[src/fscs_pkg.sv]
// shared constants and carrier types for the fractional sample clock block
package fscs_pkg;

  // -------------------------------------------------------------------------
  // register map (byte addresses)
  // -------------------------------------------------------------------------
  localparam logic [7:0] OFS_CTRL      = 8'h00;
  localparam logic [7:0] OFS_PER_INT   = 8'h04;
  localparam logic [7:0] OFS_PER_FRAC  = 8'h08;
  localparam logic [7:0] OFS_STATUS    = 8'h0C;
  localparam logic [7:0] OFS_STAMP     = 8'h10;
  localparam logic [7:0] OFS_FRAC_ACC  = 8'h14;

  // -------------------------------------------------------------------------
  // fields and reset values
  // -------------------------------------------------------------------------
  localparam int CTRL_ASYM_EN     = 0;
  localparam int CTRL_RESTART     = 1;
  localparam int ST_IN_SERVICE    = 8;
  localparam int ST_FAIL          = 9;
  localparam int ST_LOCKED        = 10;
  localparam int ST_ASYM          = 11;
  localparam int ST_TARGET        = 12;
  localparam int ST_STARTUP       = 13;
  localparam int ST_STALE         = 14;
  localparam logic [15:0] NOM_INT  = 16'h0A2C;   // 10 MHz / (60 Hz * 64)
  localparam logic [15:0] NOM_FRAC = 16'h2AAB;
  localparam logic [1:0]  SAMPLES_PER_RELOAD_M1 = 2'h3;
  localparam logic [3:0]  LOST_RUN_MAX = 4'h8;   // eight messages = two cycles
  localparam logic [15:0] LOCK_THR     = 16'h0040;
  localparam logic [15:0] ASYM_THR_US  = 16'h05DC; // 1.5 ms

  // -------------------------------------------------------------------------
  // timing
  // -------------------------------------------------------------------------
  localparam int CLK_KHZ     = 10000;
  localparam int STALE_US    = 66000;
  localparam int STALE_CYC   = STALE_US * CLK_KHZ / 1000;
  localparam int WDOG_US     = 66000;
  localparam int WDOG_CYC    = WDOG_US * CLK_KHZ / 1000;

  // -------------------------------------------------------------------------
  // message carriers
  // -------------------------------------------------------------------------
  typedef struct packed {
    logic       startup;
    logic [3:0] seq;
    logic [7:0] stamp;
  } fscs_rx_s;

  typedef struct packed {
    logic       startup;
    logic [3:0] seq;
    logic [7:0] stamp;
    logic [7:0] echo_remote;
    logic [7:0] echo_rx;
  } fscs_tx_s;

endpackage

[src/fscs_top.sv]
// fractional sample clock, message stamping and channel supervision
//
// Design decisions made here: the APB slave port and the register offsets.
`timescale 1ns/1ps
module fscs_top #(
  parameter int STALE_CYC = fscs_pkg::STALE_CYC,
  parameter int WDOG_CYC  = fscs_pkg::WDOG_CYC
) (
  input  wire logic              CLK,
  input  wire logic              RESET,
  input  wire logic              PSEL,
  input  wire logic              PENABLE,
  input  wire logic              PWRITE,
  input  wire logic [7:0]        PADDR,
  input  wire logic [31:0]       PWDATA,
  output logic                   PREADY,
  output logic                   PSLVERR,
  output logic [31:0]            PRDATA,
  input  wire logic              RX_VALID,
  input  wire fscs_pkg::fscs_rx_s RX_MSG,
  input  wire logic              TX_REQ,
  output logic                   TX_VALID,
  output fscs_pkg::fscs_tx_s     TX_MSG,
  input  wire logic              LOCAL_SET_READY,
  input  wire logic [15:0]       UNCERTAINTY,
  input  wire logic [15:0]       ASYM_US,
  output logic                   SAMPLE,
  output logic                   DIFF_RUN,
  output logic [3:0]             DIFF_SEQ,
  output logic                   PROT_ENABLE,
  output logic                   ASYM_EVENT
);

  logic        wr_en;
  logic        rd_en;
  logic        hit;
  logic [15:0] per_int_q;
  logic [15:0] per_frac_q;
  logic        asym_en_q;
  logic [15:0] cnt_q;
  logic [15:0] reload_q;
  logic [1:0]  grp_q;
  logic [15:0] facc_q;
  logic [16:0] fsum;
  logic        grp_end;
  logic [7:0]  ts_q;
  logic [3:0]  seq;
  logic [31:0] wd_q;
  logic        in_svc_q;
  logic        fail_q;
  logic        stale_q;
  logic        have_last_q;
  logic [3:0]  last_seq_q;
  logic [3:0]  gap;
  logic        gap_q;
  logic [3:0]  miss_run_q;
  logic [7:0]  echo_rem_q;
  logic [7:0]  echo_rx_q;
  logic        locked;
  logic        asym_q;
  logic        target_q;
  logic [15:0] avail_q;
  logic        startup_form;
  logic        rx_data;
  logic        restart;

  // -------------------------------------------------------------------------
  // apb slave
  // -------------------------------------------------------------------------

  // zero-wait slave, unmapped offsets answer with an error
  always_comb begin
    hit = (PADDR == fscs_pkg::OFS_CTRL) || (PADDR == fscs_pkg::OFS_PER_INT)
       || (PADDR == fscs_pkg::OFS_PER_FRAC) || (PADDR == fscs_pkg::OFS_STATUS)
       || (PADDR == fscs_pkg::OFS_STAMP) || (PADDR == fscs_pkg::OFS_FRAC_ACC);
    PREADY  = 1'b1;
    PSLVERR = PSEL && PENABLE && !hit;
    wr_en   = PSEL && PENABLE && PWRITE && hit;
    rd_en   = PSEL && !PENABLE && !PWRITE;
  end

  assign restart = wr_en && (PADDR == fscs_pkg::OFS_CTRL) && PWDATA[fscs_pkg::CTRL_RESTART];

  // period registers start at nominal and take writes at once, the counter picks them up at the next group end
  always_ff @(posedge CLK or posedge RESET) begin
    if (RESET) begin
      per_int_q  <= fscs_pkg::NOM_INT;
      per_frac_q <= fscs_pkg::NOM_FRAC;
      asym_en_q  <= 1'b0;
    end else if (wr_en) begin
      if (PADDR == fscs_pkg::OFS_PER_INT) begin
        per_int_q <= PWDATA[15:0];
      end else if (PADDR == fscs_pkg::OFS_PER_FRAC) begin
        per_frac_q <= PWDATA[15:0];
      end else if (PADDR == fscs_pkg::OFS_CTRL) begin
        asym_en_q <= PWDATA[fscs_pkg::CTRL_ASYM_EN];
      end
    end
  end

  // read data registered in the setup cycle, stamp read has no side effect
  always_ff @(posedge CLK or posedge RESET) begin
    if (RESET) begin
      PRDATA <= 32'h0000_0000;
    end else if (rd_en) begin
      if (PADDR == fscs_pkg::OFS_CTRL) begin
        PRDATA <= {30'h0000_0000, 1'b0, asym_en_q};
      end else if (PADDR == fscs_pkg::OFS_PER_INT) begin
        PRDATA <= {16'h0000, per_int_q};
      end else if (PADDR == fscs_pkg::OFS_PER_FRAC) begin
        PRDATA <= {16'h0000, per_frac_q};
      end else if (PADDR == fscs_pkg::OFS_STATUS) begin
        PRDATA <= {17'h0000, stale_q, startup_form, target_q, asym_q, locked,
                   fail_q, in_svc_q, 4'h0, miss_run_q};
      end else if (PADDR == fscs_pkg::OFS_STAMP) begin
        PRDATA <= {20'h0_0000, seq, ts_q};
      end else if (PADDR == fscs_pkg::OFS_FRAC_ACC) begin
        PRDATA <= {16'h0000, facc_q};
      end else begin
        PRDATA <= 32'h0000_0000;
      end
    end
  end

  // -------------------------------------------------------------------------
  // fractional sample clock
  // -------------------------------------------------------------------------

  // count reaches one at the last cycle of a sample period
  assign SAMPLE  = (cnt_q == 16'h0001);
  assign grp_end = SAMPLE && (grp_q == fscs_pkg::SAMPLES_PER_RELOAD_M1);
  assign fsum    = {1'b0, facc_q} + {1'b0, per_frac_q};

  // down-counter, reload value latched only at group boundaries
  always_ff @(posedge CLK or posedge RESET) begin
    if (RESET) begin
      cnt_q    <= fscs_pkg::NOM_INT;
      reload_q <= fscs_pkg::NOM_INT;
      grp_q    <= 2'h0;
    end else if (SAMPLE) begin
      grp_q <= grp_q + 2'h1;
      if (grp_end) begin
        reload_q <= per_int_q + {15'h0000, fsum[16]};
        cnt_q    <= per_int_q + {15'h0000, fsum[16]};
      end else begin
        cnt_q <= reload_q;
      end
    end else begin
      cnt_q <= cnt_q - 16'h0001;
    end
  end

  // running fraction, only ever added to
  always_ff @(posedge CLK or posedge RESET) begin
    if (RESET) begin
      facc_q <= 16'h0000;
    end else if (grp_end) begin
      facc_q <= fsum[15:0];
    end
  end

  // stamp counter wraps every 256 samples, four cycles from reset alignment
  always_ff @(posedge CLK or posedge RESET) begin
    if (RESET) begin
      ts_q <= 8'h00;
    end else if (SAMPLE) begin
      ts_q <= ts_q + 8'h01;
    end
  end

  assign seq = ts_q[7:4];

  // -------------------------------------------------------------------------
  // channel supervision
  // -------------------------------------------------------------------------

  assign rx_data = RX_VALID && !RX_MSG.startup;
  assign gap     = RX_MSG.seq - last_seq_q - 4'h1;

  // interval watchdog since the last message of any form
  always_ff @(posedge CLK or posedge RESET) begin
    if (RESET) begin
      wd_q    <= 32'h0000_0000;
      stale_q <= 1'b1;
    end else if (RX_VALID) begin
      wd_q    <= 32'h0000_0000;
      stale_q <= 1'b0;
    end else begin
      if (wd_q < 32'hFFFF_FFFF) begin
        wd_q <= wd_q + 32'h0000_0001;
      end
      if (wd_q >= 32'(STALE_CYC)) begin
        stale_q <= 1'b1;
      end
    end
  end

  // service state, failure and lost-message tracking
  always_ff @(posedge CLK or posedge RESET) begin
    if (RESET) begin
      in_svc_q    <= 1'b0;
      fail_q      <= 1'b0;
      have_last_q <= 1'b0;
      last_seq_q  <= 4'h0;
      gap_q       <= 1'b0;
      miss_run_q  <= 4'h0;
    end else if (restart) begin
      in_svc_q    <= 1'b0;
      fail_q      <= 1'b0;
      have_last_q <= 1'b0;
      gap_q       <= 1'b0;
      miss_run_q  <= 4'h0;
    end else if (RX_VALID) begin
      in_svc_q <= 1'b1;
      fail_q   <= 1'b0;
      if (rx_data) begin
        have_last_q <= 1'b1;
        last_seq_q  <= RX_MSG.seq;
        if (have_last_q && gap != 4'h0) begin
          gap_q      <= 1'b1;
          miss_run_q <= gap;
          if (gap >= fscs_pkg::LOST_RUN_MAX) begin
            fail_q   <= 1'b1;
            in_svc_q <= 1'b0;
          end
        end else begin
          gap_q      <= 1'b0;
          miss_run_q <= 4'h0;
        end
      end
    end else if (wd_q >= 32'(WDOG_CYC)) begin
      fail_q      <= in_svc_q | fail_q;
      in_svc_q    <= 1'b0;
      have_last_q <= 1'b0;
    end
  end

  // stored stamps for the next outgoing message
  always_ff @(posedge CLK or posedge RESET) begin
    if (RESET) begin
      echo_rem_q <= 8'h00;
      echo_rx_q  <= 8'h00;
    end else if (RX_VALID) begin
      echo_rem_q <= RX_MSG.stamp;
      echo_rx_q  <= ts_q;
    end
  end

  assign startup_form = !in_svc_q || fail_q || stale_q;

  // outgoing message, registered on request
  always_ff @(posedge CLK or posedge RESET) begin
    if (RESET) begin
      TX_VALID <= 1'b0;
      TX_MSG   <= '0;
    end else begin
      TX_VALID <= TX_REQ;
      if (TX_REQ) begin
        TX_MSG.startup     <= startup_form;
        TX_MSG.seq         <= seq;
        TX_MSG.stamp       <= ts_q;
        TX_MSG.echo_remote <= startup_form ? 8'h00 : echo_rem_q;
        TX_MSG.echo_rx     <= startup_form ? 8'h00 : echo_rx_q;
      end
    end
  end

  // -------------------------------------------------------------------------
  // lock, matching and asymmetry
  // -------------------------------------------------------------------------

  assign locked      = in_svc_q && !fail_q && (UNCERTAINTY < fscs_pkg::LOCK_THR);
  assign PROT_ENABLE = locked && !gap_q;

  // local sets available per sequence number, set wins over consumption
  always_ff @(posedge CLK or posedge RESET) begin
    if (RESET) begin
      avail_q <= 16'h0000;
    end else begin
      for (int i = 0; i < 16; i++) begin
        if (LOCAL_SET_READY && seq == 4'(i)) begin
          avail_q[i] <= 1'b1;
        end else if (rx_data && RX_MSG.seq == 4'(i)) begin
          avail_q[i] <= 1'b0;
        end
      end
    end
  end

  // run the differential on a matched pair only, never on start-up form
  always_ff @(posedge CLK or posedge RESET) begin
    if (RESET) begin
      DIFF_RUN <= 1'b0;
      DIFF_SEQ <= 4'h0;
    end else begin
      DIFF_RUN <= rx_data && avail_q[RX_MSG.seq] && locked;
      DIFF_SEQ <= RX_MSG.seq;
    end
  end

  // asymmetry flag, event pulse and sticky target
  always_ff @(posedge CLK or posedge RESET) begin
    if (RESET) begin
      asym_q     <= 1'b0;
      target_q   <= 1'b0;
      ASYM_EVENT <= 1'b0;
    end else begin
      asym_q     <= ASYM_US > fscs_pkg::ASYM_THR_US;
      ASYM_EVENT <= asym_en_q && !asym_q && (ASYM_US > fscs_pkg::ASYM_THR_US);
      if (asym_en_q && asym_q) begin
        target_q <= 1'b1;
      end else if (wr_en && PADDR == fscs_pkg::OFS_STATUS
                   && PWDATA[fscs_pkg::ST_TARGET]) begin
        target_q <= 1'b0;
      end
    end
  end

  // -------------------------------------------------------------------------
  // checks
  // -------------------------------------------------------------------------

  AST_SAMPLE_RELOAD: assert property (@(posedge CLK) disable iff (RESET)
    SAMPLE && !grp_end |=> cnt_q == reload_q)
    else $error("counter not reloaded after sample");

  AST_GROUP_RELOAD: assert property (@(posedge CLK) disable iff (RESET)
    grp_end |=> reload_q == $past(per_int_q) + {15'h0000, $past(fsum[16])})
    else $error("group reload value wrong");

  AST_FRAC_HOLD: assert property (@(posedge CLK) disable iff (RESET)
    !grp_end |=> $stable(facc_q))
    else $error("fraction accumulator changed off reload");

  AST_FRAC_ADD: assert property (@(posedge CLK) disable iff (RESET)
    grp_end |=> facc_q == 16'($past(facc_q) + $past(per_frac_q)))
    else $error("fraction not accumulated");

  AST_STAMP_STEP: assert property (@(posedge CLK) disable iff (RESET)
    SAMPLE |=> ts_q == 8'($past(ts_q) + 8'h01))
    else $error("stamp did not advance on sample");

  AST_SEQ_BITS: assert property (@(posedge CLK) disable iff (RESET)
    TX_REQ |=> TX_VALID && TX_MSG.seq == $past(ts_q[7:4]))
    else $error("sequence not top stamp bits");

  AST_STARTUP_FORM: assert property (@(posedge CLK) disable iff (RESET)
    TX_REQ && !in_svc_q |=> TX_MSG.startup && TX_MSG.echo_rx == 8'h00)
    else $error("start-up form missing while out of service");

  AST_WDOG_FAIL: assert property (@(posedge CLK) disable iff (RESET)
    in_svc_q && !RX_VALID && !restart && wd_q >= 32'(WDOG_CYC) |=> fail_q && !in_svc_q)
    else $error("watchdog expiry did not fail channel");

  AST_GAP_SUSPEND: assert property (@(posedge CLK) disable iff (RESET)
    rx_data && have_last_q && gap != 4'h0 && !restart |=> !PROT_ENABLE)
    else $error("protection not suspended on gap");

  AST_MATCH_ONLY: assert property (@(posedge CLK) disable iff (RESET)
    DIFF_RUN |-> $past(rx_data) && $past(avail_q[RX_MSG.seq]))
    else $error("differential ran without matched set");

  AST_ASYM_FLAG: assert property (@(posedge CLK) disable iff (RESET)
    ASYM_US > fscs_pkg::ASYM_THR_US |=> asym_q)
    else $error("asymmetry flag not set");

endmodule

[config.mk]
export PLATFORM = sky130hd
export DESIGN_NAME = fscs_top
export DESIGN_NICKNAME = d
export VERILOG_FILES = /design/src/fscs_pkg.sv /design/src/fscs_top.sv
export SDC_FILE = /design/constraint.sdc
export NUM_CORES = 1
export LEC_CHECK = 0
export BUFFER_PORTS_ARGS = -buffer_cell sky130_fd_sc_hd__buf_2
export CELL_PAD_IN_SITES_DETAIL_PLACEMENT = 1
export CELL_PAD_IN_SITES_GLOBAL_PLACEMENT = 1
export CORE_MARGIN = 2
export CORE_UTILIZATION = 30
export CTS_CLUSTER_SIZE = 25
export DETAILED_ROUTE_END_ITERATION = 8
export PLACE_DENSITY = 0.55
export SYNTH_ARGS = -nofsm -noshare
export SYNTH_HDL_FRONTEND = slang
export SYNTH_SLANG_ARGS = --single-unit
[constraint.sdc]
create_clock -name CLK -period 10.9 [get_ports CLK]
set_clock_uncertainty 0.05 [all_clocks]
set_input_delay 1.09 -clock CLK [delete_from_list [all_inputs] [get_ports CLK]]
set_output_delay 1.09 -clock CLK [all_outputs]
set_load 0.02 [all_outputs]
Word level (Yosys, flattened, before mapping)
Cells that the tools add are included.
{"block": "word_totals", "ff_bits": 238, "in_bits": 93, "elab_cells": 275}
{"block": "classes", "n_addsub": 8, "magnitude_cmp": 6, "n_eq_ne": 38, "muxes": 73, "bitwise_logic": 4, "reduce_logical": 100}
{"operator": "2-to-1 mux 16 bit", "count": 8}
{"operator": "== test 4 bit (second input constant)", "count": 16}
{"operator": "2-to-1 mux 32 bit", "count": 2}
{"operator": "2-to-1 mux 1 bit", "count": 56}
{"operator": "logical AND 1 bit", "count": 53}
{"operator": "nonzero test 2 bit", "count": 21}
{"operator": "adder 32 x 1 -> 32 bit (second input constant)", "count": 1}
{"operator": "== test 4 x 3 -> 1 bit (second input constant)", "count": 8}
{"operator": ">= comparator 32 x 20 -> 1 bit (second input constant)", "count": 1}
{"operator": "less-than comparator 32 bit (second input constant)", "count": 1}
{"operator": "adder 16 x 16 -> 17 bit", "count": 1}
{"operator": "adder 16 x 1 -> 16 bit", "count": 1}
{"operator": "== test 16 x 1 -> 1 bit (second input constant)", "count": 1}
{"operator": "== test 4 x 2 -> 1 bit (second input constant)", "count": 4}
{"operator": "== test 8 x 4 -> 1 bit (second input constant)", "count": 2}
{"operator": "== test 8 x 5 -> 1 bit (second input constant)", "count": 2}
{"operator": "greater-than comparator 16 x 11 -> 1 bit (second input constant)", "count": 1}
{"operator": "less-than comparator 16 x 7 -> 1 bit (second input constant)", "count": 1}
{"operator": "2-to-1 mux 4 bit", "count": 4}
{"operator": "2-to-1 mux 8 bit", "count": 2}
{"operator": "subtractor 16 x 1 -> 16 bit (second input constant)", "count": 1}
{"operator": "adder 8 x 1 -> 8 bit (second input constant)", "count": 1}
{"operator": "== test 4 x 1 -> 1 bit (second input constant)", "count": 2}
{"operator": "== test 8 x 3 -> 1 bit (second input constant)", "count": 1}
{"operator": "other kinds (19)", "count": 38}

Longest topological paths before layout
Gate-level depths: netlist of the first run.
{"block": "logic_depth", "ltp_word": 11, "depth_mapped": 15, "ltp_nobuf": 15}

Worst setup path after synthesis of the first run
No wires, ideal clock.
{"block": "synth_timing", "kind": "reg-to-output", "startpoint": "reg cnt_q[7]", "endpoint": "out SAMPLE", "arrival_ns": 2.053, "required_time_ns": 9.760, "setup_slack_ns": 7.707, "path_stages_with_launch": 5, "n_path_buf": 1, "cell_sequence": "dfrtp_1 > or4_4 > or3_4 > nor4_4 > clkbuf_1"}
{"block": "synth_via", "elab_chain_len": 1}
{"item": "from (decl)", "line_no": "fscs_top.sv:40", "rtl": "logic [15:0] cnt_q;"}
{"item": "from (signal assigned)", "line_no": "fscs_top.sv:137", "rtl": "cnt_q <= fscs_pkg::NOM_INT;"}
{"item": "from (signal assigned)", "line_no": "fscs_top.sv:144", "rtl": "cnt_q <= per_int_q + {15'h0000, fsum[16]};"}
{"item": "from (signal assigned)", "line_no": "fscs_top.sv:146", "rtl": "cnt_q <= reload_q;"}
{"item": "== test 16 x 1 -> 1 bit", "line_no": "fscs_top.sv:130", "rtl": "assign SAMPLE = (cnt_q == 16'h0001);"}
{"item": "to (decl)", "line_no": "fscs_top.sv:27", "rtl": "output logic SAMPLE,"}
No other way between the ends.

Worst setup path after layout of the first run
{"block": "layout_timing", "startpoint": "reg per_frac_q[0]", "endpoint": "reg cnt_q[11]"}
{"block": "layout_via", "elab_chain_len": 4}
{"item": "from (decl)", "line_no": "fscs_top.sv:38", "rtl": "logic [15:0] per_frac_q;"}
{"item": "from (signal assigned)", "line_no": "fscs_top.sv:88", "rtl": "per_frac_q <= fscs_pkg::NOM_FRAC;"}
{"item": "from (signal assigned)", "line_no": "fscs_top.sv:94", "rtl": "per_frac_q <= PWDATA[15:0];"}
{"item": "adder 16 x 16 -> 17 bit", "line_no": "fscs_top.sv:132", "rtl": "assign fsum = {1'b0, facc_q} + {1'b0, per_frac_q};"}
{"item": "adder 16 x 1 -> 16 bit", "line_no": "fscs_top.sv:144"}
{"item": "2-to-1 mux 16 bit"}
{"item": "2-to-1 mux 16 bit", "line_no": "fscs_top.sv:140", "rtl": "end else if (SAMPLE) begin"}
No other way between the ends.
A chain may end at the register's enable or synchronous reset.

==> results_dict.tcl, run 1 <==
set metrics [dict create \
    status "completed" \
    drt-pass1-iter-count 4 \
    multiInputGateArea_um2 5250 \
    timing.final.ws_setup_ns 6.89 \
    ctsLongestPathBuffers 3 \
    synthCells 1115 \
    synth_top_area_cell "dfrtp_1" \
    switching_share_pct 25.1 \
    finalSetupViolCount 0 \
    synth-edff-count 0 \
    final_nets 1340 \
    grt_max_degree 90 \
    dp_hpwl_mm 22.5 \
    fin_util_pct 35.8 \
    worst_pin_slew_ns 1.00 \
    netlist_top_cells_count "dfrtp_1, nand2_1, o21ai_0" \
    cts.sinks 218 \
    worstHoldStart "reload_q[14]" \
    hold_ws_ns 0.424 \
    sequentialPowerShare_pct 43.5 \
    clk_latency_ns 0.54 \
    worst_slew_margin_rel_pct 32.9 \
    synth_seq_cells 218 \
    viasPerCell 5.05 \
    synth_area_um2 11200 \
    rr_worst_depth 15 \
    wl_per_cell_um 18.6 \
    crit_path_end_kind "flip-flop" \
    path_buf_inv 0 \
    die_area_um2 38900 \
    grt_pass1_wl_mm 50.6 \
    fin_cells 1707 \
    crit_path_cell_trace "ha_1 -> fa_1 -> a21oi_1 -> nand4b_1 -> a21oi_1 -> o21bai_1 -> a21oi_1 -> a211o_1 -> ha_1 -> nand2_1 -> nor3_1 -> nand2_1 -> xor2_1 -> a21oi_1 -> mux2_2" \
    seq_area_um2 5490 \
    p_leak_nw 5.82 \
    worstHoldEndpoint "reload_q[14]" \
    r2r-end "cnt_q[11]" \
    r2r_slack_ns 6.89 \
    crit_arrival_ns 4.43 \
    cts_made_buffers 27 \
    grt_usage_pct 16.4 \
    antenna_found_initial 1 \
    period_share_pct 36.8 \
    p_switching_mw 0.498 \
    cts_root_buf "clkbuf_16" \
    hold_depth 2 \
    drc 0 \
    slew_violations 0 \
    ant_nets 0 \
    gp_congestion 0.767 \
    synth.most_common_cell "dfrtp_1" \
    placed_cells 1657 \
    cts_hold_buf 0 \
    clkSlewWorstSetupHoldPaths_ns 0.06 \
    ys_async_sr_fraction_pct 100 \
    post_synth.cell_area_avg_um2 10.0 \
    cts_tree "done" \
    nFillCells 4170 \
    cp_top_family "compound AO/OA/AOI/OAI gates" \
    crit_slowest_cell "dfstp_2" \
    hold_viol_final 0 \
    tns_ns 0 \
    yosys_warnings 0 \
    initial_core_util_pct 30.5 \
    synth_area_leaders "dfrtp_1, mux2_2, dfstp_2, nand2_1, o21ai_0" \
    crit_type "reg -> reg" \
    wl_mm 31.7 \
    internal-power_mw 1.49 \
    pwr-share-comb_pct 8.2 \
    die_y_um 197 \
    critPathMaxFanout 5 \
    drive_above_1_share_pct 23.1 \
    power_density_nw_per_um2 151 \
    coreArea_um2 36700 \
    yosysUniqueCellTypes 61 \
    max_freq_ghz 0.250 \
    finalInstanceArea_um2 13100 \
    num_rows 70 \
    numPortBuffers 125 \
    io_pins 165 \
    crit_path_frequent_cell "a21oi_1" \
    period_minus_slack_ns 4.01 \
    synth_ff_type "dfrtp_1" \
    grt_pass1_vias 8872 \
    cp.required_ns 11.32 \
    drv_cap 0 \
    hold_path_class "reg -> reg" \
    cts_resized 0 \
    seq_area_frac_synth_pct 49.0 \
    rsz0062_at_grt "false" \
    critPathLaunchType "flip-flop" \
    cts_setup_buffers 0 \
    drtIter0Drc 466 \
    synth_top_area_share_pct 43.4 \
    area_delta_synth_final_pct 17.2 \
    grt_overflow 0 \
    htreeDepth 1 \
    dp_slack_ns 6.78 \
    clockPowerShare_pct 48.3 \
    ir_worst_vdd_mv 0.117 \
    num_vias 8620 \
    reg2reg_from "per_frac_q[0]" \
    total_power_mw 1.98 \
    postPlaceCellArea_um2 12200 \
    fp.dieW_um 197 \
    max_stage_delay_ns 0.54 \
    cp.depth 15 \
]
state kept, by name, summed over array words and instances (netlist names), 8 cells and up:
register	count
ts_q	8
echo_rem_q	8
wd_q	32
PRDATA	16
cnt_q	16
avail_q	16
reload_q	16
per_frac_q	16
TX_MSG	25
facc_q	16
echo_rx_q	8
per_int_q	16
how the worst max path moves through the flow:
stage | startpoint | end | slack [ns]
2_1_floorplan | RESET | ASYM_EVENT | 3.84
3_5_place_dp | PADDR[2] | per_int_q[10] | 6.78
5_1_grt | per_frac_q[0] | cnt_q[15] | 6.51
3_3_place_gp | PADDR[2] | per_int_q[4] | 6.82
6_report | per_frac_q[0] | cnt_q[11] | 6.89
4_1_cts | per_frac_q[0] | cnt_q[15] | 6.88
cell type report:
class                      count  share of cell area [%]
timing repair buffer         131                    5.11
inverter                      43                    1.29
clock buffer                  35                    5.84
multi-input combinational    797                    40.0
clock inverter                14                    1.44
tap                          468                    4.46
sequential                   218                    41.8
antenna                        1                  0.0191
kinds of logic after synthesis:
group,share of synthesized area (%)
adder cells (fa/ha/maj),3.38
AO/OA/AOI/OAI,12.3
flip-flops,49.0
AND/OR/NAND/NOR,15.8
other,0.0671
XOR/XNOR,5.48
multiplexers,9.29
buffers and inverters,4.61
worst register-to-register path: stages, from the launching register on:
cell and delay [ns]:
dfstp_2 0.54, ha_1 0.22, fa_1 0.23, a21oi_1 0.10, nand4b_1 0.24, a21oi_1 0.35, o21bai_1 0.18, a21oi_1 0.18
a211o_1 0.26, ha_1 0.27, nand2_1 0.15, nor3_1 0.44, nand2_1 0.13, xor2_1 0.19, a21oi_1 0.11, mux2_2 0.31
layer usage:
metal | up-vias | track usage, % | part of all wire (%)
li1 | 4123 | - | -
met1 | 4305 | 22.8 | 47
met2 | 147 | 26.8 | 47
met3 | 45 | 2.01 | 3.4
met4 | 0 | 4.85 | 2.7
met5 | - | 0 | 0
power by group through the flow:
stage               Combinational [mW]  Clock [mW]  Sequential, mW
finish                           0.163       0.959           0.863
global route                     0.183        1.02           0.867
CTS                              0.168       0.988           0.863
detailed placement               0.167           0           0.877
global placement                 0.164           0           0.877
floorplan                       0.0922           0           0.888
placed cells by master, fill, tap and decap left out, types with 17 or more instances in the layout:
cell type / n
o22ai_1: 22
inv_1: 42
xor2_1: 37
dfstp_2: 24
a21oi_1: 58
ha_1: 27
nor3_1: 24
clkbuf_16: 27
dfrtp_1: 194
nand4_1: 21
nand3_1: 32
mux2_2: 67
nor2_1: 74
conb_1: 17
xnor2_1: 33
buf_2: 125
o21ai_0: 78
nand2_1: 115
No activity file was read; power rests on OpenSTA's default activity.
==> inputs of run 2 (changes only) <==
clock period = 4.1 ns   (was 10.9 ns; I/O delays follow)
==> run 2 against run 1 <==
First-iteration DRC count is 5.2% higher. Wire length up 2.9%. Largest power group unchanged. Cell area up 0.33%. Flip-flop and latch count is the same. Sequential power rose to 2.7 times the previous value. Global-route usage grew 0.68 points. Highest routed layer unchanged.
==> results_dict.tcl, run 2 (synthesis results as in run 1) <==
set metrics [dict create \
    status "completed" \
    grt_pass1_wl_mm 52.6 \
    htreeDepth 1 \
    path_buf_inv 1 \
    dp_hpwl_mm 22.8 \
    top_regs "wd_q (32), TX_MSG (25)" \
    multiInputGateArea_um2 5250 \
    p_leak_nw 5.85 \
    wl_per_cell_um 19.1 \
    period_minus_slack_ns 3.72 \
    grt_overflow 0 \
    fp.dieW_um 197 \
    slew_violations 0 \
    largest_register_ffs 32 \
    fin_util_pct 35.9 \
    antenna_found_initial 1 \
    max_freq_ghz 0.269 \
    n_antenna_cell 0 \
    grt_pass1_vias 9183 \
    ant_nets 0 \
    initial_core_util_pct 30.5 \
    clkSlewWorstSetupHoldPaths_ns 0.06 \
    worst_slew_margin_rel_pct 32.4 \
    max_stage_delay_ns 0.54 \
    gp_congestion 0.761 \
    numPortBuffers 125 \
    finalSetupViolCount 0 \
    crit_path_frequent_cell "a21oi_1" \
    postPlaceCellArea_um2 12200 \
    drt-pass1-iter-count 5 \
    critPathMaxFanout 5 \
    period_share_pct 90.8 \
    area_delta_synth_final_pct 17.6 \
    crit_path_cell_trace "ha_1 -> fa_1 -> a21oi_1 -> nand4b_1 -> a21oi_1 -> o21bai_1 -> a21oi_1 -> a211o_1 -> ha_1 -> nand2_1 -> nor3_1 -> buf_4 -> nand2_1 -> xor2_1 -> a21oi_1 -> mux2_2" \
    cts_tree "done" \
    num_vias 8716 \
    cts_setup_buffers 0 \
    wl_mm 32.7 \
    cts_hold_buf 0 \
    timing.final.ws_setup_ns 0.379 \
    num_rows 70 \
    coreArea_um2 36700 \
    r2r-end "cnt_q[11]" \
    crit_type "reg -> reg" \
    cts_made_buffers 27 \
    worst_pin_slew_ns 1.01 \
    ir_worst_vdd_mv 0.196 \
    layout_common_cells "dfrtp_1, buf_2, nand2_1" \
    critPathLaunchType "flip-flop" \
    tns_ns 0 \
    crit_slowest_cell "dfstp_2" \
    ctsLongestPathBuffers 3 \
    r2r_slack_ns 0.38 \
    cts_root_buf "clkbuf_16" \
    power_density_nw_per_um2 400 \
    drtIter0Drc 490 \
    die_area_um2 38900 \
    worstHoldEndpoint "echo_rem_q[2]" \
    hold_depth 2 \
    cp_top_family "compound AO/OA/AOI/OAI gates" \
    hold_viol_final 0 \
    crit_path_end_kind "flip-flop" \
    hold_path_class "in -> reg" \
    layout_commonest_cell "dfrtp_1" \
    drc 0 \
    cts_resized 0 \
    die_y_um 197 \
    grt_usage_pct 17.1 \
    drv_cap 0 \
    placed_cells 1662 \
    finalInstanceArea_um2 13200 \
    fin_cells 1712 \
    viasPerCell 5.09 \
    cp.required_ns 4.52 \
    drive_above_1_share_pct 23.1 \
    seq_area_um2 5490 \
    rsz0062_at_grt "false" \
    reg2reg_from "per_frac_q[0]" \
    rr_worst_depth 16 \
    crit_arrival_ns 4.14 \
    dp_slack_ns 0.418 \
    nFillCells 4117 \
    grt_max_degree 163 \
    largest_register "wd_q" \
    final_nets 1345 \
    io_pins 165 \
    clk_latency_ns 0.55 \
    worstHoldStart "RX_MSG[2]" \
    cts.sinks 218 \
]
run 2: cell types whose count changed in the layout (fill, tap and decap cells not counted):
cell / previous run / this run
clkinv_2: 4 / 2
clkbuf_1: 2 / 7
inv_16: 0 / 1
clkinvlp_4: 3 / 1
diode_2: 1 / 0
bufinv_16: 4 / 3
inv_6: 3 / 1
buf_4: 6 / 10
clkbuf_8: 6 / 9
buf_12: 0 / 1
inv_8: 1 / 0
run 2: routing by layer:
metal,global-route usage (%),wire (µm)
met1,24.1,15600
met4,3.48,502
met5,0,0
met2,28.4,15300
met3,2.03,1190
run 2: where the power goes:
part           internal (mW)  switching (mW)
combinational          0.151           0.289
clock                   1.57           0.972
sequential              2.24          0.0551
run 2: final cells by class:
type / count / area share (%)
clock buffer: 43 / 6.27
clock inverter: 7 / 0.979
inverter: 43 / 1.25
multi-input combinational: 797 / 39.9
sequential: 218 / 41.7
tap: 468 / 4.45
timing repair buffer: 136 / 5.47
run 2: how the worst max path moves through the flow:
stage / start / to / slack (ns) / cells past startpoint
floorplan: RESET / ASYM_EVENT / 0.82 / 1
global placement: per_frac_q[0] / cnt_q[11] / 0.42 / 16
detailed placement: per_frac_q[0] / cnt_q[11] / 0.42 / 16
CTS: per_frac_q[0] / cnt_q[11] / 0.37 / 16
global route: per_frac_q[0] / cnt_q[11] / 0.01 / 16
finish: per_frac_q[0] / cnt_q[11] / 0.38 / 16
run 2: per-stage QoR:
stage / power [mW] / hold WS (ns)
floorplan: 2.61 / 0.389
global placement: 2.77 / 0.401
detailed placement: 2.78 / 0.415
CTS: 5.36 / 0.0161
global route: 5.49 / 0.0307
finish: 5.27 / 0.0408
